### config.mk
export PLATFORM = sky130hd
export DESIGN_NAME = dspm_mac
export DESIGN_NICKNAME = d
export VERILOG_FILES = /design/src/logic/dspm_pkg.sv /design/src/logic/dspm_mult.sv /design/src/logic/dspm_mac.sv
export SDC_FILE = /design/constraint.sdc
export NUM_CORES = 2
export LEC_CHECK = 0
export BUFFER_PORTS_ARGS = -buffer_cell sky130_fd_sc_hd__buf_2
export CAP_MARGIN = 25
export CORE_MARGIN = 5
export CORE_UTILIZATION = 45
export CTS_CLUSTER_SIZE = 28
export DETAILED_ROUTE_END_ITERATION = 7
export HOLD_SLACK_MARGIN = 0.1
export PLACE_DENSITY = 0.66
export SLEW_MARGIN = 20
export SYNTH_ARGS = -nofsm -noshare
export SYNTH_HDL_FRONTEND = slang
export SYNTH_SLANG_ARGS = --single-unit
### constraint.sdc
create_clock -name clock -period 13.4 [get_ports clock]
set_clock_uncertainty 0.05 [all_clocks]
set_input_delay 1.34 -clock clock [delete_from_list [all_inputs] [get_ports clock]]
set_output_delay 1.34 -clock clock [all_outputs]
set_load 0.1 [all_outputs]
### src/logic/dspm_pkg.sv
// Package with offsets, fields, reset values and op codes of the MAC datapath
package dspm_pkg;

  // Datapath widths
  localparam int ACC_W  = 40;
  localparam int OPD_W  = 16;
  localparam int MUL_W  = 17;
  localparam int PROD_W = 33;
  localparam int DATA_W = 32;

  // APB register byte offsets
  localparam logic [11:0] OFF_CORE = 12'h000;
  localparam logic [11:0] OFF_TRAP = 12'h004;
  localparam logic [11:0] OFF_OPA  = 12'h008;
  localparam logic [11:0] OFF_OPB  = 12'h00C;
  localparam logic [11:0] OFF_DATA = 12'h010;
  localparam logic [11:0] OFF_CMD  = 12'h014;
  localparam logic [11:0] OFF_STAT = 12'h018;
  localparam logic [11:0] OFF_PROD = 12'h01C;
  localparam logic [11:0] OFF_A1L  = 12'h020;
  localparam logic [11:0] OFF_A1H  = 12'h024;
  localparam logic [11:0] OFF_A2L  = 12'h028;
  localparam logic [11:0] OFF_A2H  = 12'h02C;

  // core_control_reg fields
  localparam int CORE_FRAC_BIT  = 0;
  localparam int CORE_SGNA_BIT  = 1;
  localparam int CORE_SGNB_BIT  = 2;
  localparam int CORE_WIDTH_BIT = 4;
  localparam int CORE_CL2_BIT   = 6;
  localparam int CORE_CL1_BIT   = 7;
  localparam logic [7:0] CORE_RST = 8'h07;

  // trap_control_reg fields
  localparam int TRAP_EN1_BIT  = 0;
  localparam int TRAP_EN2_BIT  = 1;
  localparam int TRAP_FLAG_BIT = 8;

  // Command register fields
  localparam int CMD_OP_LSB    = 0;
  localparam int CMD_SEL_BIT   = 4;
  localparam int CMD_BYTE_BIT  = 5;
  localparam int CMD_ZERO_BIT  = 6;
  localparam int CMD_CIN_BIT   = 7;
  localparam int CMD_SHIFT_LSB = 8;
  localparam int SHIFT_W       = 5;
  localparam logic [15:0] CMD_RST = 16'h0000;

  // Status register fields
  localparam int ST_GOV1_BIT = 0;
  localparam int ST_GOV2_BIT = 1;
  localparam int ST_GANY_BIT = 2;
  localparam int ST_CL1_BIT  = 3;
  localparam int ST_CL2_BIT  = 4;
  localparam int ST_CANY_BIT = 5;
  localparam int ST_SL1_BIT  = 6;
  localparam int ST_SL2_BIT  = 7;

  // Saturation limits
  localparam logic [39:0] SAT31_POS = 40'h00_7FFF_FFFF;
  localparam logic [39:0] SAT31_NEG = 40'hFF_8000_0000;
  localparam logic [39:0] SAT39_POS = 40'h7F_FFFF_FFFF;
  localparam logic [39:0] SAT39_NEG = 40'h80_0000_0000;
  localparam logic [39:0] ACC_RST   = 40'h00_0000_0000;

  // Operations issued through the command register
  typedef enum logic [2:0] {
    OP_MAC,
    OP_MSC,
    OP_ADD,
    OP_SUB,
    OP_LOAD,
    OP_PRODUCT
  } dspm_op_e;

endpackage : dspm_pkg

### src/logic/dspm_mult.sv
// Module with the 17x17 multiplier and fractional or integer scaler
`timescale 1ns/100ps
module dspm_mult (
  input  wire logic [dspm_pkg::OPD_W-1:0]  op_a,
  input  wire logic [dspm_pkg::OPD_W-1:0]  op_b,
  input  wire logic                        a_signed,
  input  wire logic                        b_signed,
  input  wire logic                        frac_mode,
  output logic      [dspm_pkg::PROD_W-1:0] product
);
  import dspm_pkg::*;

  logic [MUL_W-1:0] ext_a;
  logic [MUL_W-1:0] ext_b;
  logic signed [PROD_W:0] raw;

  // Seventeenth bit: copy of sign when signed, zero when unsigned
  assign ext_a = {a_signed & op_a[OPD_W-1], op_a};
  assign ext_b = {b_signed & op_b[OPD_W-1], op_b};

  // Mixed sign works because each side carries its own extension
  assign raw = $signed(ext_a) * $signed(ext_b);

  // Fractional mode drops the redundant sign bit to align 1.31
  always_comb begin
    if (frac_mode) begin
      product = {raw[PROD_W-2:0], 1'b0};
    end else begin
      product = raw[PROD_W-1:0];
    end
  end

endmodule : dspm_mult

### src/logic/dspm_mac.sv
// Top module: APB register file, accumulators, adder, saturation and status
//
// Notes on behaviour
// - Unsigned operands get zero seventeenth bit
// - Signed operands copy sign into seventeenth bit
// - 33-bit product sign-extended to forty bits
// - Scaler picks 1.31 or 32-bit integer alignment
// - Fractions: binary point right after sign
// - Fractional 16x16 multiply yields 1.31 product
// - Multiplier serves signed, unsigned, mixed integers
// - Product: bytes give 16 bits, words 32
// - Selected accumulator is both source and destination
// - Add and load data optionally barrel shifted
// - One adder input zeroable, other true/inverted
// - Add: carry high; subtract: borrow low, inverted
// - Detect overflow out of bit 39
// - Guard overflow when bits 32-39 differ
// - Saturation uses result, flags, enables, width
// - Clamped flag sets when accumulator saturates
// - Summary flags are OR of both
// - Guard flag reflects latest adder operation only
// - Enabled guard overflow raises arithmetic trap
`timescale 1ns/100ps
module dspm_mac (
  input  wire logic        clock,
  input  wire logic        rst_n,
  input  wire logic        psel,
  input  wire logic        penable,
  input  wire logic        pwrite,
  input  wire logic [11:0] paddr,
  input  wire logic [31:0] pwdata,
  output logic      [31:0] prdata,
  output logic             pready,
  output logic             pslverr,
  output logic             arith_trap,
  output logic             acc_one_guard_ovf,
  output logic             acc_two_guard_ovf,
  output logic             any_guard_ovf,
  output logic             acc_one_clamped,
  output logic             acc_two_clamped,
  output logic             any_clamped
);
  import dspm_pkg::*;

  // Software visible state
  logic [7:0]        core_r;
  logic              trap_en_one_r;
  logic              trap_en_two_r;
  logic              trap_flag_r;
  logic [OPD_W-1:0]  opa_r;
  logic [OPD_W-1:0]  opb_r;
  logic [DATA_W-1:0] data_r;
  logic [15:0]       cmd_r;
  logic              go_r;
  logic [DATA_W-1:0] prod_r;
  logic [ACC_W-1:0]  acc_one_r;
  logic [ACC_W-1:0]  acc_two_r;
  logic              gov_one_r;
  logic              gov_two_r;
  logic              clamp_one_r;
  logic              clamp_two_r;
  logic              lost_one_r;
  logic              lost_two_r;
  logic              trap_r;
  logic [31:0]       prdata_r;

  // Bus decode
  logic        wr_en;
  logic        rd_setup;
  logic        hit;
  logic [31:0] rd_mux;
  logic [31:0] stat_word;

  // Datapath wires
  dspm_op_e            op;
  logic                sel_two;
  logic                byte_mode;
  logic                acc_op;
  logic                sub_op;
  logic [OPD_W-1:0]    mul_a;
  logic [OPD_W-1:0]    mul_b;
  logic                mul_frac;
  logic [PROD_W-1:0]   mprod;
  logic [ACC_W-1:0]    prod40;
  logic [ACC_W-1:0]    data40;
  logic [ACC_W-1:0]    shifted;
  logic [SHIFT_W-1:0]  shamt;
  logic [SHIFT_W-1:0]  shneg;
  logic [ACC_W-1:0]    src;
  logic [ACC_W-1:0]    acc_in;
  logic [ACC_W-1:0]    in_a;
  logic [ACC_W-1:0]    in_b;
  logic [ACC_W:0]      sum;
  logic [ACC_W-1:0]    res;
  logic                ovf39;
  logic                ovf31;
  logic                guard;
  logic                clamp_en;
  logic                wide_sat;
  logic                sat_hit;
  logic                neg_true;
  logic [ACC_W-1:0]    sat_val;
  logic [ACC_W-1:0]    acc_nxt;
  logic                exec;
  logic                trap_hit;

  // Zero wait states; every access completes in its first access cycle
  assign pready   = 1'b1;
  assign wr_en    = psel & penable & pwrite;
  assign rd_setup = psel & ~penable & ~pwrite;
  assign pslverr  = psel & penable & ~hit;
  assign prdata   = prdata_r;

  // Command fields
  assign op        = dspm_op_e'(cmd_r[CMD_OP_LSB +: 3]);
  assign sel_two   = cmd_r[CMD_SEL_BIT];
  assign byte_mode = cmd_r[CMD_BYTE_BIT];
  assign shamt     = cmd_r[CMD_SHIFT_LSB +: SHIFT_W];
  assign shneg     = SHIFT_W'(~shamt + 1'b1);
  assign acc_op    = (op == OP_MAC) || (op == OP_MSC) || (op == OP_ADD)
                   || (op == OP_SUB) || (op == OP_LOAD);
  assign sub_op    = (op == OP_MSC) || (op == OP_SUB);
  assign exec      = go_r & acc_op;

  // Operand preparation; byte mode narrows both sides for the product op
  always_comb begin
    mul_a    = opa_r;
    mul_b    = opb_r;
    mul_frac = core_r[CORE_FRAC_BIT];
    if (op == OP_PRODUCT) begin
      mul_frac = 1'b0;
      if (byte_mode) begin
        mul_a = {{8{core_r[CORE_SGNA_BIT] & opa_r[7]}}, opa_r[7:0]};
        mul_b = {{8{core_r[CORE_SGNB_BIT] & opb_r[7]}}, opb_r[7:0]};
      end
    end
  end

  dspm_mult u_mult (
    .op_a      (mul_a),
    .op_b      (mul_b),
    .a_signed  (core_r[CORE_SGNA_BIT]),
    .b_signed  (core_r[CORE_SGNB_BIT]),
    .frac_mode (mul_frac),
    .product   (mprod)
  );

  // Product joins the accumulator path at full width
  assign prod40 = {{(ACC_W-PROD_W){mprod[PROD_W-1]}}, mprod};
  assign data40 = {{(ACC_W-DATA_W){data_r[DATA_W-1]}}, data_r};

  // Barrel shifter: positive amount shifts right, negative shifts left
  always_comb begin
    if (shamt[SHIFT_W-1]) begin
      shifted = data40 << shneg;
    end else begin
      shifted = $unsigned($signed(data40) >>> shamt);
    end
  end

  // Adder inputs: zeroable accumulator side, true or complemented data side
  always_comb begin
    src    = (op == OP_MAC || op == OP_MSC) ? prod40 : shifted;
    acc_in = sel_two ? acc_two_r : acc_one_r;
    if (cmd_r[CMD_ZERO_BIT] || op == OP_LOAD) begin
      in_a = '0;
    end else begin
      in_a = acc_in;
    end
    if (sub_op) begin
      in_b = ~src;
    end else begin
      in_b = src;
    end
  end

  // Carry input: carry on add, active-low borrow on subtract
  assign sum = {1'b0, in_a} + {1'b0, in_b} + {{ACC_W{1'b0}}, cmd_r[CMD_CIN_BIT]};
  assign res = sum[ACC_W-1:0];

  // Overflow detection
  assign ovf39 = (in_a[39] == in_b[39]) && (res[39] != in_a[39]);
  assign guard = ~((&res[39:32]) | ~(|res[39:32]));
  assign ovf31 = ~((&res[39:31]) | ~(|res[39:31]));

  // Saturation decision; sign after a bit-39 wrap is the inverse of bit 39
  always_comb begin
    clamp_en = sel_two ? core_r[CORE_CL2_BIT] : core_r[CORE_CL1_BIT];
    wide_sat = core_r[CORE_WIDTH_BIT];
    neg_true = ovf39 ? ~res[39] : res[39];
    if (wide_sat) begin
      sat_hit = clamp_en & ovf39;
      sat_val = neg_true ? SAT39_NEG : SAT39_POS;
    end else begin
      sat_hit = clamp_en & (ovf31 | ovf39);
      sat_val = neg_true ? SAT31_NEG : SAT31_POS;
    end
    acc_nxt = sat_hit ? sat_val : res;
  end

  // Trap when the selected accumulator's guard overflow is enabled
  assign trap_hit = exec & guard & (sel_two ? trap_en_two_r : trap_en_one_r);

  // Address decode
  always_comb begin
    hit = 1'b1;
    if (paddr == OFF_CORE) begin
      rd_mux = {24'h00_0000, core_r};
    end else if (paddr == OFF_TRAP) begin
      rd_mux = {23'h00_0000, trap_flag_r, 6'h00, trap_en_two_r, trap_en_one_r};
    end else if (paddr == OFF_OPA) begin
      rd_mux = {16'h0000, opa_r};
    end else if (paddr == OFF_OPB) begin
      rd_mux = {16'h0000, opb_r};
    end else if (paddr == OFF_DATA) begin
      rd_mux = data_r;
    end else if (paddr == OFF_CMD) begin
      rd_mux = {16'h0000, cmd_r};
    end else if (paddr == OFF_STAT) begin
      rd_mux = stat_word;
    end else if (paddr == OFF_PROD) begin
      rd_mux = prod_r;
    end else if (paddr == OFF_A1L) begin
      rd_mux = acc_one_r[31:0];
    end else if (paddr == OFF_A1H) begin
      rd_mux = {24'h00_0000, acc_one_r[39:32]};
    end else if (paddr == OFF_A2L) begin
      rd_mux = acc_two_r[31:0];
    end else if (paddr == OFF_A2H) begin
      rd_mux = {24'h00_0000, acc_two_r[39:32]};
    end else begin
      hit    = 1'b0;
      rd_mux = 32'h0000_0000;
    end
  end

  // Status word as software sees it
  always_comb begin
    stat_word              = 32'h0000_0000;
    stat_word[ST_GOV1_BIT] = gov_one_r;
    stat_word[ST_GOV2_BIT] = gov_two_r;
    stat_word[ST_GANY_BIT] = any_guard_ovf;
    stat_word[ST_CL1_BIT]  = clamp_one_r;
    stat_word[ST_CL2_BIT]  = clamp_two_r;
    stat_word[ST_CANY_BIT] = any_clamped;
    stat_word[ST_SL1_BIT]  = lost_one_r;
    stat_word[ST_SL2_BIT]  = lost_two_r;
  end

  // Read data captured in the setup cycle so it stands through access
  always_ff @(posedge clock) begin
    if (!rst_n) begin
      prdata_r <= 32'h0000_0000;
    end else if (rd_setup) begin
      prdata_r <= rd_mux;
    end
  end

  // Control and operand registers
  always_ff @(posedge clock) begin
    if (!rst_n) begin
      core_r        <= CORE_RST;
      trap_en_one_r <= 1'b0;
      trap_en_two_r <= 1'b0;
      opa_r         <= 16'h0000;
      opb_r         <= 16'h0000;
      data_r        <= 32'h0000_0000;
    end else if (wr_en) begin
      if (paddr == OFF_CORE) begin
        core_r <= pwdata[7:0];
      end else if (paddr == OFF_TRAP) begin
        trap_en_one_r <= pwdata[TRAP_EN1_BIT];
        trap_en_two_r <= pwdata[TRAP_EN2_BIT];
      end else if (paddr == OFF_OPA) begin
        opa_r <= pwdata[15:0];
      end else if (paddr == OFF_OPB) begin
        opb_r <= pwdata[15:0];
      end else if (paddr == OFF_DATA) begin
        data_r <= pwdata;
      end
    end
  end

  // Command capture; the operation runs on the following edge
  always_ff @(posedge clock) begin
    if (!rst_n) begin
      cmd_r <= CMD_RST;
      go_r  <= 1'b0;
    end else begin
      go_r <= wr_en && (paddr == OFF_CMD);
      if (wr_en && (paddr == OFF_CMD)) begin
        cmd_r <= pwdata[15:0];
      end
    end
  end

  // Product result register, written only by the product operation
  always_ff @(posedge clock) begin
    if (!rst_n) begin
      prod_r <= 32'h0000_0000;
    end else if (go_r && op == OP_PRODUCT) begin
      if (byte_mode) begin
        prod_r <= {16'h0000, mprod[15:0]};
      end else begin
        prod_r <= mprod[31:0];
      end
    end
  end

  // Accumulators; only the selected one takes the result
  always_ff @(posedge clock) begin
    if (!rst_n) begin
      acc_one_r <= ACC_RST;
      acc_two_r <= ACC_RST;
    end else if (exec) begin
      if (sel_two) begin
        acc_two_r <= acc_nxt;
      end else begin
        acc_one_r <= acc_nxt;
      end
    end
  end

  // Guard flags are not sticky: the selected accumulator's flag is rewritten on each adder pass
  always_ff @(posedge clock) begin
    if (!rst_n) begin
      gov_one_r <= 1'b0;
      gov_two_r <= 1'b0;
    end else if (exec) begin
      if (sel_two) begin
        gov_two_r <= guard;
      end else begin
        gov_one_r <= guard;
      end
    end
  end

  // Sticky clamp and sign-lost flags, write one to clear, set wins
  always_ff @(posedge clock) begin
    if (!rst_n) begin
      clamp_one_r <= 1'b0;
      clamp_two_r <= 1'b0;
      lost_one_r  <= 1'b0;
      lost_two_r  <= 1'b0;
    end else begin
      if (wr_en && paddr == OFF_STAT) begin
        clamp_one_r <= clamp_one_r & ~pwdata[ST_CL1_BIT];
        clamp_two_r <= clamp_two_r & ~pwdata[ST_CL2_BIT];
        lost_one_r  <= lost_one_r & ~pwdata[ST_SL1_BIT];
        lost_two_r  <= lost_two_r & ~pwdata[ST_SL2_BIT];
      end
      if (exec && sat_hit && !sel_two) begin
        clamp_one_r <= 1'b1;
      end
      if (exec && sat_hit && sel_two) begin
        clamp_two_r <= 1'b1;
      end
      if (exec && ovf39 && !sel_two) begin
        lost_one_r <= 1'b1;
      end
      if (exec && ovf39 && sel_two) begin
        lost_two_r <= 1'b1;
      end
    end
  end

  // Trap pulse and its sticky flag; the flag's set beats a clear
  always_ff @(posedge clock) begin
    if (!rst_n) begin
      trap_r      <= 1'b0;
      trap_flag_r <= 1'b0;
    end else begin
      trap_r <= trap_hit;
      if (trap_hit) begin
        trap_flag_r <= 1'b1;
      end else if (wr_en && paddr == OFF_TRAP && pwdata[TRAP_FLAG_BIT]) begin
        trap_flag_r <= 1'b0;
      end
    end
  end

  // Status outputs
  assign arith_trap        = trap_r;
  assign acc_one_guard_ovf = gov_one_r;
  assign acc_two_guard_ovf = gov_two_r;
  assign acc_one_clamped   = clamp_one_r;
  assign acc_two_clamped   = clamp_two_r;
  assign any_guard_ovf     = gov_one_r | gov_two_r;
  assign any_clamped       = clamp_one_r | clamp_two_r;

endmodule : dspm_mac

==> impl_metrics.json <==
{
  "status": "finished, final reports clean",
  "ir_drop_mv": 0.0931,
  "rrSetupSlack_ps": 800,
  "final_area_mm2": 0.0304,
  "dp_hpwl_um": 75100,
  "gp_congestion": 0.976,
  "timing.fmax_mhz": 79.4,
  "rsz0062_at_grt": "false",
  "post-route-min-period_ps": 12600,
  "cpMaxStageDelayCell": "nand2_1",
  "p_seq_frac": 0.463,
  "worstSetupPathType": "reg2reg",
  "r2r-start": "cmd_r[2]$_SDFFE_PN0P_",
  "crit-reg2reg-capture": "acc_one_r[0]$_SDFFE_PN0P_",
  "rows": 92,
  "drive_above_1_share": 0.0800,
  "maxCapViolCount": 0,
  "die-area_mm2": 0.0682,
  "grt_most_used_layer": "met2",
  "grt_max_degree": 117,
  "ys_top_cells_by_count": "nand2_1 (637), inv_1 (320), fa_1 (292), nor2_1 (277), dfxtp_1 (243)",
  "yosysSeqAreaShare": 0.171,
  "worstPathRequired_ps": 13760,
  "cpMostUsedCell": "fa_1",
  "drt_iter0_drc": 2548,
  "min_path_type": "reg2reg",
  "met3_usage": 0.0583,
  "syn_area_per_cell_um2": 7.95,
  "swShare": 0.246,
  "tns_ps": 0,
  "use_met1": 0.390,
  "post_cts_resized": 0,
  "cp.arrival_ps": 12970,
  "ys_ff_latch": 243,
  "die_h_um": 261,
  "gr-total-overflow": 0,
  "die_x_um": 261,
  "min-delay-start": "acc_two_r[31]$_SDFFE_PN0P_",
  "drc": 0,
  "port_buffers": 88,
  "cts_tree": "done",
  "wl_per_cell_um": 22.3,
  "vias_per_cell": 5.90,
  "synth_most_common_cell": "nand2_1",
  "setup.worst_path.end_class": "flip-flop",
  "root_buffer": "clkbuf_16",
  "ys_types": 79,
  "final.fill_count": 6196,
  "ys_warn_count": 0,
  "maxSlewHeadroom": 0.230,
  "cts_setup_buffers": 0,
  "netlist_area_mm2": 0.0284,
  "crit_buf_inv": 4,
  "fin_crit_sh": 0.940,
  "antenna_found_initial": 4,
  "core-area_mm2": 0.0627,
  "worstSkewPairLatency_ps": 570,
  "synth_cells": 3567,
  "grt_pass1_wl_um": 150000,
  "syn-num-nets": 4030,
  "htree_levels": 1,
  "cts_hold_buf": 0,
  "cp_max_fo": 23,
  "comb_power_share": 0.043,
  "grtUsageTotal": 0.282,
  "netlist_top_cells_area": "fa_1 (21%), dfxtp_1 (17%), nand2_1 (8.4%)",
  "whs_endpoint": "acc_two_r[31]$_SDFFE_PN0P_",
  "critPathLaunchType": "flip-flop",
  "final_nets": 3967,
  "utilization": 0.485,
  "routed_wl_um": 97700,
  "r2r_cells": 41,
  "dpl-instance-area_mm2": 0.0295,
  "intPower_w": 0.00118,
  "worst_slew_pin_slew_ps": 1150,
  "synth_top_area_share": 0.206,
  "synth_edf_count": 0,
  "grt_pass1_vias": 25100,
  "numCtsBuffers": 26,
  "cts.sinks": 243,
  "setup_viol": 0,
  "synth_top_cell_by_area": "fa_1",
  "finalMaxSlewViolations": 0,
  "crit_family": "compound AO/OA/AOI/OAI gates",
  "start_util": 0.452,
  "dr_total_vias": 25800,
  "synth_ff_type": "dfxtp_1",
  "drt_first_pass_iters": 6,
  "cellPowerDensity_mw_per_mm2": 51.6,
  "pwr-share-clk": 0.494,
  "postRouteAntennaNets": 0,
  "p_leak_nw": 13.0,
  "area_growth_pct": 7.17,
  "gr-usage-met2": 0.437,
  "crit_path_max_incr_delay_ps": 610,
  "io-pin-count": 90,
  "clkTransAtPathRegs_ps": 70,
  "async_flop_share": 0,
  "cts.path.max_buffers": 3,
  "finalHoldViolations": 0,
  "hold_depth": 2,
  "p_switching_w": 0.000386
}
metrics by stage:
stage               setup slack (ps)  std cells  hold WS [ps]  total power, W
floorplan                       2660       3567           390        0.000784
global placement                 881       4320           406        0.000809
detailed placement               700       4320           410        0.000809
CTS                              525       4368           419         0.00158
global route                     162       4372           438         0.00161
finish                           798       4373           419         0.00157
layout make-up:
cell class	count	area (um2)	area share
timing repair buffer	151	942	0.0310
inverter	323	1210	0.0399
antenna	3	7.51	0.000247
multi-input combinational	2759	21400	0.705
clock inverter	13	168	0.00551
tap	846	1060	0.0348
sequential	243	4870	0.160
clock buffer	35	724	0.0238
registers in the layout (all words and copies together) (netlist names), 8 cells and up:
| signal | cells |
|---|---|
| acc_one_r | 40 |
| acc_two_r | 40 |
| cmd_r | 16 |
| core_r | 8 |
| data_r | 32 |
| opa_r | 16 |
| opb_r | 16 |
| prdata | 32 |
| prod_r | 32 |
routing by layer:
metal | vias to the layer above | wire length (um)
met3 | 220 | 9300
met2 | 1206 | 42500
met1 | 12500 | 41300
li1 | 11900 | -
met4 | 0 | 4610
met5 | - | 0
cells by family (layout without fill, tap and decap cells):
| kind of cell | Yosys count | count (layout) | share of synthesized area |
|---|---|---|---|
| fa+ha+maj | 414 | 414 | 0.260 |
| buf+inv | 565 | 522 | 0.0770 |
| mux | 147 | 147 | 0.0673 |
| flops | 243 | 243 | 0.171 |
| compound gates | 851 | 851 | 0.199 |
| simple gates | 1231 | 1231 | 0.189 |
| xor+xnor | 115 | 115 | 0.0360 |
| other cells | 1 | 4 | 0.000132 |
placed cells by master, fill, tap and decap left out, types with 69 or more instances in the layout:
cell and n:
and2_1 122, xnor2_1 69, nor2_1 269, a21oi_1 203
fa_1 292, buf_2 87, dfxtp_1 241, o21ai_0 144
a211oi_1 91, nand2_1 636, a21boi_0 100, ha_1 122
inv_1 320, mux2i_1 104
worst reg2reg max path: cells and delay by family (launching register included):
family	cells	cell delay [ps]
compound gates	16	3830
fa+ha+maj	8	3750
simple gates	10	2800
xor+xnor	3	1070
flops	1	550
buf+inv	4	400
power groups by stage:
| stage | clock network [W] | registers (W) | logic, W |
|---|---|---|---|
| after global placement | 0 | 0.000742 | 0.0000666 |
| after floorplan | 0 | 0.000758 | 0.0000258 |
| final | 0.000775 | 0.000726 | 0.0000677 |
| after detailed placement | 0 | 0.000742 | 0.0000665 |
| after global routing | 0.000810 | 0.000726 | 0.0000704 |
| after CTS | 0.000783 | 0.000726 | 0.0000667 |
worst max-delay path by stage:
stage,from,to,slack (ps),cells past startpoint
floorplan,cmd_r[2]$_SDFFE_PN0P_,acc_one_r[0]$_SDFFE_PN0P_,2660,44
global placement,cmd_r[2]$_SDFFE_PN0P_,acc_one_r[20]$_SDFFE_PN0P_,880,42
detailed placement,cmd_r[2]$_SDFFE_PN0P_,acc_one_r[22]$_SDFFE_PN0P_,700,40
CTS,cmd_r[2]$_SDFFE_PN0P_,acc_one_r[0]$_SDFFE_PN0P_,530,40
global route,cmd_r[2]$_SDFFE_PN0P_,acc_one_r[7]$_SDFFE_PN0P_,160,41
finish,cmd_r[2]$_SDFFE_PN0P_,acc_one_r[0]$_SDFFE_PN0P_,800,41
(Power assumes the default switching activity.)
